--- config.mk ---
export PLATFORM = sky130hd
export DESIGN_NAME = ldirx_fsm
export DESIGN_NICKNAME = d
export VERILOG_FILES = /design/src/ldirx_pkg.sv /design/src/ldirx_timer.sv /design/src/ldirx_sync.sv /design/src/ldirx_fsm.sv
export SDC_FILE = /design/constraint.sdc
export NUM_CORES = 1
export LEC_CHECK = 0
export BUFFER_PORTS_ARGS = -buffer_cell sky130_fd_sc_hd__buf_2
export CORE_AREA = 5 5 115 117
export DETAILED_ROUTE_END_ITERATION = 8
export DIE_AREA = 0 0 120 122
export GPL_TIMING_DRIVEN = 0
export PLACE_DENSITY_LB_ADDON = 0.25
export SYNTH_ARGS = -nofsm -noshare
export SYNTH_HDL_FRONTEND = slang
export SYNTH_SLANG_ARGS = --single-unit
--- constraint.sdc ---
create_clock -name i_clk -period 2.85 [get_ports i_clk]
set_input_delay 0.285 -clock i_clk [delete_from_list [all_inputs] [get_ports i_clk]]
set_output_delay 0.285 -clock i_clk [all_outputs]
set_load 0.005 [all_outputs]
--- src/ldirx_pkg.sv ---
/*
 * Package for the disabled / inactive / receiver-detect link state logic.
 * Assumes a 100 MHz system clock; holds register map, states and timing constants.
 */
package ldirx_pkg;

	// ****************************************************************
	// Clock and timing
	// ****************************************************************
	localparam int CLK_PERIOD_NS          = 10;
	localparam int INACTIVE_QUIET_MS      = 12;
	localparam int UP_DETECT_QUIET_MS     = 12;
	localparam int DOWN_DETECT_QUIET_MS   = 12;
	localparam int INACTIVE_QUIET_CYC     = INACTIVE_QUIET_MS * 1000000 / CLK_PERIOD_NS;
	localparam int UP_DETECT_QUIET_CYC    = UP_DETECT_QUIET_MS * 1000000 / CLK_PERIOD_NS;
	localparam int DOWN_DETECT_QUIET_CYC  = DOWN_DETECT_QUIET_MS * 1000000 / CLK_PERIOD_NS;
	localparam int TIMER_W                = 24;

	// ****************************************************************
	// Counters
	// ****************************************************************
	localparam logic [1:0] DIS_CNT_RST    = 2'h0;
	localparam logic [1:0] DIS_CNT_LIMIT  = 2'h3;
	localparam logic [3:0] DET_CNT_RST    = 4'h0;
	localparam logic [3:0] DET_CNT_LIMIT  = 4'h8;

	// ****************************************************************
	// Port roles
	// ****************************************************************
	localparam logic [1:0] ROLE_DOWN      = 2'h0;
	localparam logic [1:0] ROLE_HUB_UP    = 2'h1;
	localparam logic [1:0] ROLE_PERIPH_UP = 2'h2;

	// ****************************************************************
	// Register map (byte offsets)
	// ****************************************************************
	localparam logic [7:0] REG_CTRL       = 8'h00;
	localparam logic [7:0] REG_STATUS     = 8'h04;
	localparam logic [7:0] REG_COUNT      = 8'h08;
	localparam logic [31:0] CTRL_RST      = 32'h0000_0000;

	// CTRL bit positions
	localparam int CTRL_ROLE_LSB          = 0;
	localparam int CTRL_SELF_POWERED      = 2;
	localparam int CTRL_DIRECT_DISABLE    = 3;
	localparam int CTRL_DIRECT_RXDET      = 4;
	localparam int CTRL_ISSUE_WARM        = 5;

	typedef enum logic [3:0] {
		LDIRX_DISABLED,
		LDIRX_DIS_DEFAULT,
		LDIRX_DIS_ERROR,
		LDIRX_INACT_QUIET,
		LDIRX_INACT_DISC_DET,
		LDIRX_RXD_RESET,
		LDIRX_RXD_ACTIVE,
		LDIRX_RXD_QUIET,
		LDIRX_POLLING,
		LDIRX_OTHER
	} ldirx_state_t;

	// AXI responses
	localparam logic [1:0] AXI_OKAY       = 2'h0;
	localparam logic [1:0] AXI_SLVERR     = 2'h2;

endpackage

--- src/ldirx_timer.sv ---
/*
 * Down-counting timer: load on start, one-cycle done pulse on expiry.
 * Assumes start is a single-cycle pulse from the same clock.
 */
`timescale 1ns/1ps
`default_nettype none
module ldirx_timer
	import ldirx_pkg::*;
(
	// Clock and reset
	input  wire logic               i_clk,
	input  wire logic               i_sys_rst,
	// Control
	input  wire logic               i_start,
	input  wire logic               i_stop,
	input  wire logic [TIMER_W-1:0] i_load,
	// Status
	output logic                    o_done
);
	logic [TIMER_W-1:0] count;
	logic               running;

	always_ff @(posedge i_clk) begin
		if (i_sys_rst || i_stop) begin
			count   <= '0;
			running <= 1'b0;
			o_done  <= 1'b0;
		end else if (i_start) begin
			count   <= i_load;
			running <= 1'b1;
			o_done  <= 1'b0;
		end else if (running && count <= TIMER_W'(1)) begin
			running <= 1'b0;
			o_done  <= 1'b1;
		end else begin
			count  <= running ? count - TIMER_W'(1) : count;
			o_done <= 1'b0;
		end
	end
endmodule
`default_nettype wire

--- src/ldirx_sync.sv ---
/*
 * Two flip-flop synchroniser for one asynchronous level.
 * Assumes the source holds each level for more than two clocks.
 */
`timescale 1ns/1ps
`default_nettype none
module ldirx_sync
	import ldirx_pkg::*;
(
	// Clock and reset
	input  wire logic i_clk,
	input  wire logic i_sys_rst,
	// Level
	input  wire logic i_async,
	output logic      o_sync
);
	logic meta;

	always_ff @(posedge i_clk) begin
		if (i_sys_rst) begin
			meta   <= 1'b0;
			o_sync <= 1'b0;
		end else begin
			meta   <= i_async;
			o_sync <= meta;
		end
	end
endmodule
`default_nettype wire

--- src/ldirx_fsm.sv ---
/*
 * Link state logic for disabled, inactive and receiver-detect states,
 * with an AXI4-Lite register slave.
 * Assumes VBUS and USB 2.0 reset arrive asynchronously; the analog
 * detection front end answers by a request/done handshake on i_clk.
 */
// What this block does
// RULE1: Downstream port enters disabled from any state when directed.
// RULE2: Self-powered upstream port enters disabled when VBUS invalid.
// RULE3: Disabled requests high impedance termination, no LFPS or signalling.
// RULE4: Downstream port leaves disabled to receiver detect only when directed.
// RULE5: Hub upstream leaves disabled on VBUS going valid or bus reset.
// RULE6: Peripheral entry counter clears on invalid VBUS or configuration success.
// RULE7: Entry counter increments on each entry to disabled default.
// RULE8: Default goes to receiver detect on VBUS valid or reset with count<3.
// RULE9: Default goes to disabled error when counter equals 3.
// RULE10: Error leaves to receiver detect only on power-on reset.
// RULE11: Self-powered error returns to default on invalid VBUS.
// RULE12: Error ignores USB 2.0 bus resets.
// RULE13: Inactive quiet entry disables detection and starts 12 ms timer.
// RULE14: Inactive quiet timer expiry moves to disconnect detect.
// RULE15: Downstream inactive quiet goes disabled when directed.
// RULE16: Downstream inactive quiet goes receiver detect on issuing warm reset.
// RULE17: Upstream inactive quiet goes receiver detect on detected warm reset.
// RULE18: Disconnect detect runs detection; no termination goes receiver detect.
// RULE19: Disconnect detect finding termination returns to inactive quiet.
// RULE20: Receiver detect follows power-on and warm reset outside disabled.
// RULE21: Receiver detect reset substate exits at once without warm reset.
// RULE22: Low impedance termination requested throughout receiver detect.
// RULE23: Receiver detect quiet times 12 ms then moves to active.
// RULE24: Peripheral counts detections; eight with none found goes disabled.
// RULE25: Two-bit saturating entry counter; timers from parameterised cycle counts.
`timescale 1ns/1ps
`default_nettype none
module ldirx_fsm
	import ldirx_pkg::*;
#(
	parameter int INACT_CYC = INACTIVE_QUIET_CYC,
	parameter int UP_CYC    = UP_DETECT_QUIET_CYC,
	parameter int DOWN_CYC  = DOWN_DETECT_QUIET_CYC
) (
	// Clock and reset
	input  wire logic        i_clk,
	input  wire logic        i_sys_rst,
	// AXI4-Lite write address
	input  wire logic [7:0]  s_axi_awaddr,
	input  wire logic        s_axi_awvalid,
	output logic             s_axi_awready,
	// AXI4-Lite write data
	input  wire logic [31:0] s_axi_wdata,
	input  wire logic [3:0]  s_axi_wstrb,
	input  wire logic        s_axi_wvalid,
	output logic             s_axi_wready,
	// AXI4-Lite write response
	output logic [1:0]       s_axi_bresp,
	output logic             s_axi_bvalid,
	input  wire logic        s_axi_bready,
	// AXI4-Lite read
	input  wire logic [7:0]  s_axi_araddr,
	input  wire logic        s_axi_arvalid,
	output logic             s_axi_arready,
	output logic [31:0]      s_axi_rdata,
	output logic [1:0]       s_axi_rresp,
	output logic             s_axi_rvalid,
	input  wire logic        s_axi_rready,
	// Asynchronous pin levels
	input  wire logic        i_vbus_valid,
	input  wire logic        i_usb2_bus_reset,
	// Link side events, same clock
	input  wire logic        i_warm_reset_detected,
	input  wire logic        i_warm_reset_done,
	input  wire logic        i_config_success,
	input  wire logic        i_enter_inactive,
	input  wire logic        i_polling_exit_rxdet,
	input  wire logic        i_det_done,
	input  wire logic        i_det_found,
	// Front end controls
	output logic             o_det_req,
	output logic             o_term_low_imp,
	output logic             o_lfps_enable,
	output logic             o_warm_reset_tx,
	output logic [3:0]       o_state
);

	// ****************************************************************
	// Registers
	// ****************************************************************
	logic [2:0]   ctrl;
	ldirx_state_t state;
	logic [1:0]   disabled_entry_counter;
	logic [3:0]   det_count;
	logic         vbus_s;
	logic         vbus_q;
	logic         breset_s;
	logic         breset_q;
	logic         det_pending;
	logic         warm_entry;
	logic         aw_hold;
	logic         w_hold;
	logic [7:0]   aw_addr;
	logic [31:0]  w_data;
	logic [3:0]   w_strb;
	logic         inact_done;
	logic         rxq_done;
	logic         cmd_disable;
	logic         cmd_rxdet;
	logic         cmd_warm;
	ldirx_state_t next_state;
	ldirx_state_t dis_target;

	wire logic [1:0] role         = ctrl[CTRL_ROLE_LSB +: 2];
	wire logic       self_powered = ctrl[CTRL_SELF_POWERED];
	wire logic       is_down      = (role == ROLE_DOWN);
	wire logic       is_periph    = (role == ROLE_PERIPH_UP);
	wire logic       vbus_rise    = vbus_s && !vbus_q;
	wire logic       vbus_fall    = !vbus_s && vbus_q;
	wire logic       breset_rise  = breset_s && !breset_q;

	// ****************************************************************
	// Input synchronisers
	// ****************************************************************
	ldirx_sync u_sync_vbus (
		.i_clk     (i_clk),
		.i_sys_rst (i_sys_rst),
		.i_async   (i_vbus_valid),
		.o_sync    (vbus_s)
	);

	ldirx_sync u_sync_breset (
		.i_clk     (i_clk),
		.i_sys_rst (i_sys_rst),
		.i_async   (i_usb2_bus_reset),
		.o_sync    (breset_s)
	);

	always_ff @(posedge i_clk) begin
		if (i_sys_rst) begin
			vbus_q   <= 1'b0;
			breset_q <= 1'b0;
		end else begin
			vbus_q   <= vbus_s;
			breset_q <= breset_s;
		end
	end

	// ****************************************************************
	// Timers
	// ****************************************************************
	// RULE13: start quiet timer
	wire logic inact_start = (state != LDIRX_INACT_QUIET) && (next_state == LDIRX_INACT_QUIET);
	wire logic rxq_start   = (state != LDIRX_RXD_QUIET) && (next_state == LDIRX_RXD_QUIET);

	ldirx_timer u_inact_timer (
		.i_clk     (i_clk),
		.i_sys_rst (i_sys_rst),
		.i_start   (inact_start),
		.i_stop    (state != LDIRX_INACT_QUIET && !inact_start),
		.i_load    (TIMER_W'(INACT_CYC)),
		.o_done    (inact_done)
	);

	// RULE23: role-dependent quiet time
	ldirx_timer u_rxq_timer (
		.i_clk     (i_clk),
		.i_sys_rst (i_sys_rst),
		.i_start   (rxq_start),
		.i_stop    (state != LDIRX_RXD_QUIET && !rxq_start),
		.i_load    (is_down ? TIMER_W'(DOWN_CYC) : TIMER_W'(UP_CYC)),
		.o_done    (rxq_done)
	);

	// ****************************************************************
	// State machine
	// ****************************************************************
	always_comb begin
		dis_target = is_periph ? LDIRX_DIS_DEFAULT : LDIRX_DISABLED;
		next_state = state;
		unique case (state)
			LDIRX_DISABLED: begin
				// RULE4: downstream exit on direction only
				if (is_down && cmd_rxdet) begin
					next_state = LDIRX_RXD_RESET;
				// RULE5: hub upstream exit
				end else if (!is_down && (vbus_rise || breset_rise)) begin
					next_state = LDIRX_RXD_RESET;
				end
			end
			LDIRX_DIS_DEFAULT: begin
				// RULE9: limit reached
				if (disabled_entry_counter == DIS_CNT_LIMIT) begin
					next_state = LDIRX_DIS_ERROR;
				// RULE8: retry on VBUS or bus reset
				end else if (vbus_rise || breset_rise) begin
					next_state = LDIRX_RXD_RESET;
				end
			end
			LDIRX_DIS_ERROR: begin
				// RULE11: back to default; RULE10 RULE12: bus reset ignored
				if (self_powered && vbus_fall) begin
					next_state = LDIRX_DIS_DEFAULT;
				end
			end
			LDIRX_INACT_QUIET: begin
				// RULE16: warm reset issued
				if (is_down && cmd_warm) begin
					next_state = LDIRX_RXD_RESET;
				// RULE17: warm reset seen
				end else if (!is_down && i_warm_reset_detected) begin
					next_state = LDIRX_RXD_RESET;
				// RULE14: timer expiry
				end else if (inact_done) begin
					next_state = LDIRX_INACT_DISC_DET;
				end
			end
			LDIRX_INACT_DISC_DET: begin
				// RULE18 RULE19: detection outcome
				if (i_det_done) begin
					next_state = i_det_found ? LDIRX_INACT_QUIET : LDIRX_RXD_RESET;
				end
			end
			LDIRX_RXD_RESET: begin
				// RULE21: immediate exit when no warm reset
				if (!warm_entry || i_warm_reset_done) begin
					next_state = LDIRX_RXD_ACTIVE;
				end
			end
			LDIRX_RXD_ACTIVE: begin
				if (i_det_done) begin
					if (i_det_found) begin
						next_state = LDIRX_POLLING;
					// RULE24: eighth failed detection
					end else if (is_periph && det_count + 4'h1 >= DET_CNT_LIMIT) begin
						next_state = dis_target;
					end else begin
						next_state = LDIRX_RXD_QUIET;
					end
				end
			end
			LDIRX_RXD_QUIET: begin
				if (rxq_done) begin
					next_state = LDIRX_RXD_ACTIVE;
				end
			end
			LDIRX_POLLING: begin
				if (i_polling_exit_rxdet) begin
					next_state = LDIRX_RXD_RESET;
				end else if (i_enter_inactive) begin
					next_state = LDIRX_INACT_QUIET;
				end
			end
			default: begin
				next_state = LDIRX_RXD_RESET;
			end
		endcase
		// RULE20: warm reset outside disabled enters receiver detect
		if (state != LDIRX_DISABLED && state != LDIRX_DIS_DEFAULT && state != LDIRX_DIS_ERROR
		    && state != LDIRX_RXD_RESET) begin
			if ((is_down && cmd_warm) || (!is_down && i_warm_reset_detected)) begin
				next_state = LDIRX_RXD_RESET;
			end
		end
		// RULE2: self-powered upstream loses VBUS
		if (!is_down && self_powered && !vbus_s && state != LDIRX_DIS_ERROR) begin
			next_state = dis_target;
		end
		// RULE1 RULE15: directed disable
		if (is_down && cmd_disable) begin
			next_state = LDIRX_DISABLED;
		end
	end

	// RULE20: power-on enters receiver detect
	always_ff @(posedge i_clk) begin
		if (i_sys_rst) begin
			state <= LDIRX_RXD_RESET;
		end else begin
			state <= next_state;
		end
	end

	always_ff @(posedge i_clk) begin
		if (i_sys_rst) begin
			warm_entry <= 1'b0;
		end else if (next_state == LDIRX_RXD_RESET && state != LDIRX_RXD_RESET) begin
			warm_entry <= (is_down && cmd_warm) || (!is_down && i_warm_reset_detected);
		end else if (state == LDIRX_RXD_RESET && i_warm_reset_done) begin
			warm_entry <= 1'b0;
		end
	end

	// RULE7: count entries; RULE6: clears win; RULE25: saturate at 3
	always_ff @(posedge i_clk) begin
		if (i_sys_rst || (is_periph && (!vbus_s || i_config_success))) begin
			disabled_entry_counter <= DIS_CNT_RST;
		end else if (next_state == LDIRX_DIS_DEFAULT && state != LDIRX_DIS_DEFAULT
		             && disabled_entry_counter != DIS_CNT_LIMIT) begin
			disabled_entry_counter <= disabled_entry_counter + 2'h1;
		end
	end

	// RULE24: detection event count
	always_ff @(posedge i_clk) begin
		if (i_sys_rst || state == LDIRX_POLLING || state == LDIRX_DISABLED
		    || state == LDIRX_DIS_DEFAULT) begin
			det_count <= DET_CNT_RST;
		end else if (state == LDIRX_RXD_ACTIVE && i_det_done && det_count != DET_CNT_LIMIT) begin
			det_count <= det_count + 4'h1;
		end
	end

	// ****************************************************************
	// Front end outputs
	// ****************************************************************
	always_ff @(posedge i_clk) begin
		if (i_sys_rst) begin
			det_pending <= 1'b0;
		end else begin
			det_pending <= (next_state == LDIRX_RXD_ACTIVE || next_state == LDIRX_INACT_DISC_DET)
			               && !(i_det_done && state == next_state);
		end
	end

	wire logic in_disabled = (state == LDIRX_DISABLED || state == LDIRX_DIS_DEFAULT
	                          || state == LDIRX_DIS_ERROR);

	always_ff @(posedge i_clk) begin
		if (i_sys_rst) begin
			o_term_low_imp  <= 1'b0;
			o_lfps_enable   <= 1'b0;
			o_warm_reset_tx <= 1'b0;
			o_state         <= 4'h0;
		end else begin
			// RULE3 RULE22: termination request
			o_term_low_imp  <= !in_disabled;
			o_lfps_enable   <= !in_disabled && state != LDIRX_RXD_RESET;
			o_warm_reset_tx <= is_down && state == LDIRX_RXD_RESET && warm_entry;
			o_state         <= 4'(state);
		end
	end

	// RULE13 RULE18: detection only in active substates
	assign o_det_req = det_pending;

	// ****************************************************************
	// AXI4-Lite slave
	// ****************************************************************
	assign s_axi_awready = !aw_hold && !s_axi_bvalid;
	assign s_axi_wready  = !w_hold && !s_axi_bvalid;
	assign s_axi_arready = !s_axi_rvalid;

	wire logic wr_go = aw_hold && w_hold;

	always_ff @(posedge i_clk) begin
		if (i_sys_rst) begin
			aw_hold <= 1'b0;
			w_hold  <= 1'b0;
			aw_addr <= 8'h00;
			w_data  <= 32'h0000_0000;
			w_strb  <= 4'h0;
		end else begin
			if (s_axi_awvalid && s_axi_awready) begin
				aw_hold <= 1'b1;
				aw_addr <= s_axi_awaddr;
			end else if (wr_go) begin
				aw_hold <= 1'b0;
			end
			if (s_axi_wvalid && s_axi_wready) begin
				w_hold <= 1'b1;
				w_data <= s_axi_wdata;
				w_strb <= s_axi_wstrb;
			end else if (wr_go) begin
				w_hold <= 1'b0;
			end
		end
	end

	always_ff @(posedge i_clk) begin
		if (i_sys_rst) begin
			s_axi_bvalid <= 1'b0;
			s_axi_bresp  <= AXI_OKAY;
		end else if (wr_go) begin
			s_axi_bvalid <= 1'b1;
			s_axi_bresp  <= (aw_addr == REG_CTRL) ? AXI_OKAY : AXI_SLVERR;
		end else if (s_axi_bready) begin
			s_axi_bvalid <= 1'b0;
		end
	end

	// Command bits are one-cycle pulses; stored bits are role and power
	always_ff @(posedge i_clk) begin
		if (i_sys_rst) begin
			ctrl        <= CTRL_RST[2:0];
			cmd_disable <= 1'b0;
			cmd_rxdet   <= 1'b0;
			cmd_warm    <= 1'b0;
		end else begin
			cmd_disable <= 1'b0;
			cmd_rxdet   <= 1'b0;
			cmd_warm    <= 1'b0;
			if (wr_go && aw_addr == REG_CTRL && w_strb[0]) begin
				ctrl[2:0]   <= w_data[2:0];
				cmd_disable <= w_data[CTRL_DIRECT_DISABLE];
				cmd_rxdet   <= w_data[CTRL_DIRECT_RXDET];
				cmd_warm    <= w_data[CTRL_ISSUE_WARM];
			end
		end
	end

	always_ff @(posedge i_clk) begin
		if (i_sys_rst) begin
			s_axi_rvalid <= 1'b0;
			s_axi_rdata  <= 32'h0000_0000;
			s_axi_rresp  <= AXI_OKAY;
		end else if (s_axi_arvalid && s_axi_arready) begin
			s_axi_rvalid <= 1'b1;
			s_axi_rresp  <= AXI_OKAY;
			unique case (s_axi_araddr)
				REG_CTRL:   s_axi_rdata <= {29'h0, ctrl[2:0]};
				REG_STATUS: s_axi_rdata <= {26'h0, vbus_s, o_term_low_imp, 4'(state)};
				REG_COUNT:  s_axi_rdata <= {26'h0, det_count, disabled_entry_counter};
				default: begin
					s_axi_rdata <= 32'h0000_0000;
					s_axi_rresp <= AXI_SLVERR;
				end
			endcase
		end else if (s_axi_rready) begin
			s_axi_rvalid <= 1'b0;
		end
	end

endmodule
`default_nettype wire

==> run metrics <==
DRC=0; Max Slew Vio Count=0; Detailed Routing Iterations Pass 1=4; CTS tree=done; Critical R2R Launch=state[2]; final setup violation count=0; Worst Setup End Kind=register; largest net degree at the start of global routing=20; Design Power=0.00474 W; VDD IR max=0.000354 V; R2R Setup Slk=190 ps; capturing point of the worst reg2reg path=u_inact_timer.count[10]; Iteration-0 DRC Markers=253; synth warn=0; Synth Register Bits=110; M1 WL=5720 um; outcome=completed; Setup WS pre-CTS=-61.6 ps; max cap viols=0; final setup margin=187 ps; die width=120 um; Worst Hold Launch=s_axi_rready; wire per inst=14.3 um; Seq/Total Area, Yosys=41.9%; cell-by-cell listing of the critical path=clkbuf_2 > nor4b_2 > o32ai_1 > a21oi_1 > o31ai_2 > a211oi_2 > or4b_4 > o21ai_0; Clock Tree Root=clkbuf_16; Hold WC Path Type=in2reg; min Tclk post-route=2660 ps; num ports=117; port bufs=57; layout cell share with drive strength beyond 1=18.5%; f_max=376 MHz; critical path launch point type=register; Worst Max-Slew Pin Slew=652 ps; Post-synth top flop=dfxtp_1; Core ar.=12300 um2; CTS sink count=110; Worst EP arrival=2930 ps; Overall Global Routing Usage=17.7%; Die Y=122 um; vias in the first global route=4396; cell row count=41; antenna violations before repair=0; cts bufs inserted=9; worst setup path category=reg2reg; asr flop ratio synth=0%; global-route wire length before repair=21100 um; diode count=0; Initial Util=42.9%; Avg Vias per Cell=5.24; clk_skew=9.72 ps; CP Max Fanout=10; hold depth=2; Final nets=787; relative slew slack=56.5%; met3 wire len=714 um; pwr dens=767 nW/um2; P&R area growth vs syn=17.5%; Slowest-stage cell, CP=or4b_4; critical path required time=3120 ps; die area=14600 um2; via count=4543; setup TNS=0 ps; grt ovf=0; Clock H-tree levels=3; Worst-path clk slew=80 ps; final cycle utilization of the critical path=93.4%; DRT Wirelength=12400 um; Synth cell types=68; Filler cells=1184; Max stage delay on crit path=560 ps; clock tree buffer depth=2; DP HPWL=9370 um; Clock Latency Late Sink=360 ps; Lkg Pwr=2.48 nW; Worst Hold End=s_axi_rvalid; Top Layer Used=met4; Synth Instances=617; Syn Area/Cell=8.52 um2; WL met2=5860 um; Post-synth EDFFs=0; RSZ-0062 raised after global routing=no; mapped cell area=5250 um2; Final Hold Viols=0; Antenna Nets Post-Route=0; cell depth of the worst flop-to-flop path=8; Routability Congestion=0.895
[critical path: cells and delay by family, from the launching register on]
kind,cells,cell delay (ps)
compound gates,5,1040
buf+inv,1,190
flops,1,310
simple gates,2,1020
[sequential cells by signal (all words and copies together), names as in the netlist, 2 cells and up]
name / cells
disabled_entry_counter: 2
w_data: 6
ctrl: 3
u_inact_timer.count: 24
det_count: 4
aw_addr: 8
s_axi_rdata: 6
o_state: 4
u_rxq_timer.count: 24
state: 4
[cells in the mapped netlist (12+ instances only)]
master | n | area, um2
dfxtp_1 | 110 | 2200
nor2_1 | 72 | 270
nand2_1 | 63 | 236
a21oi_1 | 39 | 195
xnor2_1 | 29 | 254
buf_4 | 28 | 210
nor3_1 | 23 | 115
o21ai_0 | 18 | 90.1
inv_1 | 17 | 63.8
nor4_1 | 17 | 106
clkbuf_1 | 15 | 56.3
nor2b_1 | 14 | 87.6
nand2b_1 | 12 | 75.1
or3_1 | 12 | 75.1
xor2_1 | 12 | 105
[per-layer routing]
metal | vias to the layer above | track usage, %
met5 | - | 0
met3 | 8 | 4.83
li1 | 2298 | -
met2 | 99 | 29.7
met1 | 2138 | 22.5
met4 | 0 | 4.87
[power breakdown]
part	switching, W	leakage [nW]	total, W	internal, W
Combinational	0.000959	1.44	0.00159	0.000636
Clock	0.000603	0.146	0.00130	0.000698
Sequential	0.000133	0.895	0.00184	0.00171
[stage by stage]
stage	cells	utilization, %	area (um2)	hold WS, ps
detailed placement	851	47.5	5830	420
floorplan	644	-	5360	384
CTS	867	50.1	6140	103
finish	867	50.3	6170	114
global placement	851	47.5	5830	425
global route	867	50.3	6170	101
[area by class of cell]
| cell class | instances | area (um2) | share of cell area [%] |
|---|---|---|---|
| Buffer | 52 | 312 | 5.05 |
| Clock buffer | 10 | 229 | 3.71 |
| Clock inverter | 6 | 80.1 | 1.30 |
| Inverter | 17 | 63.8 | 1.03 |
| Multi-Input combinational cell | 465 | 2810 | 45.6 |
| Sequential cell | 110 | 2200 | 35.7 |
| Tap cell | 150 | 188 | 3.04 |
| Timing Repair Buffer | 57 | 285 | 4.62 |
[cell families (layout without fill, tap and decap cells)]
group | after synthesis | in the layout | synth area share (%)
xor gates and xnor gates | 41 | 41 | 6.83
and+or+nand+nor | 272 | 272 | 27.0
buffers and inverters | 69 | 142 | 7.07
muxes | 8 | 8 | 1.55
DFF | 110 | 110 | 41.9
adders and majority gates | 7 | 7 | 1.67
AOI/OAI and AO/OA | 109 | 109 | 13.9
other | 1 | 28 | 0.0714
[worst max path at each step]
stage	to	from	slack, ps	depth (start not counted)
after floorplan	u_rxq_timer.count[23]	u_rxq_timer.count[16]	510	7
after global placement	u_inact_timer.count[9]	state[2]	-110	8
after detailed placement	u_inact_timer.count[10]	state[2]	-60	8
after CTS	u_inact_timer.count[10]	state[2]	30	7
after global routing	u_rxq_timer.count[8]	state[0]	20	10
final	u_inact_timer.count[10]	state[2]	190	8
[cell usage in the layout (no fill, tap or decap), types with 17 or more instances in the layout]
| cell | n |
|---|---|
| a21oi_1 | 39 |
| buf_2 | 64 |
| buf_4 | 28 |
| conb_1 | 28 |
| dfxtp_1 | 110 |
| inv_1 | 17 |
| nand2_1 | 63 |
| nor2_1 | 72 |
| nor3_1 | 23 |
| o21ai_0 | 17 |
| xnor2_1 | 29 |
[repair_timing]
action | 4_1_cts | 5_1_grt
resized for setup | 1 | 11
setup endpoints to repair | 7 | 17
hold buffers | 0 | 0
setup buffers | 0 | 0
Note: power is estimated with default switching activity, not from simulation.
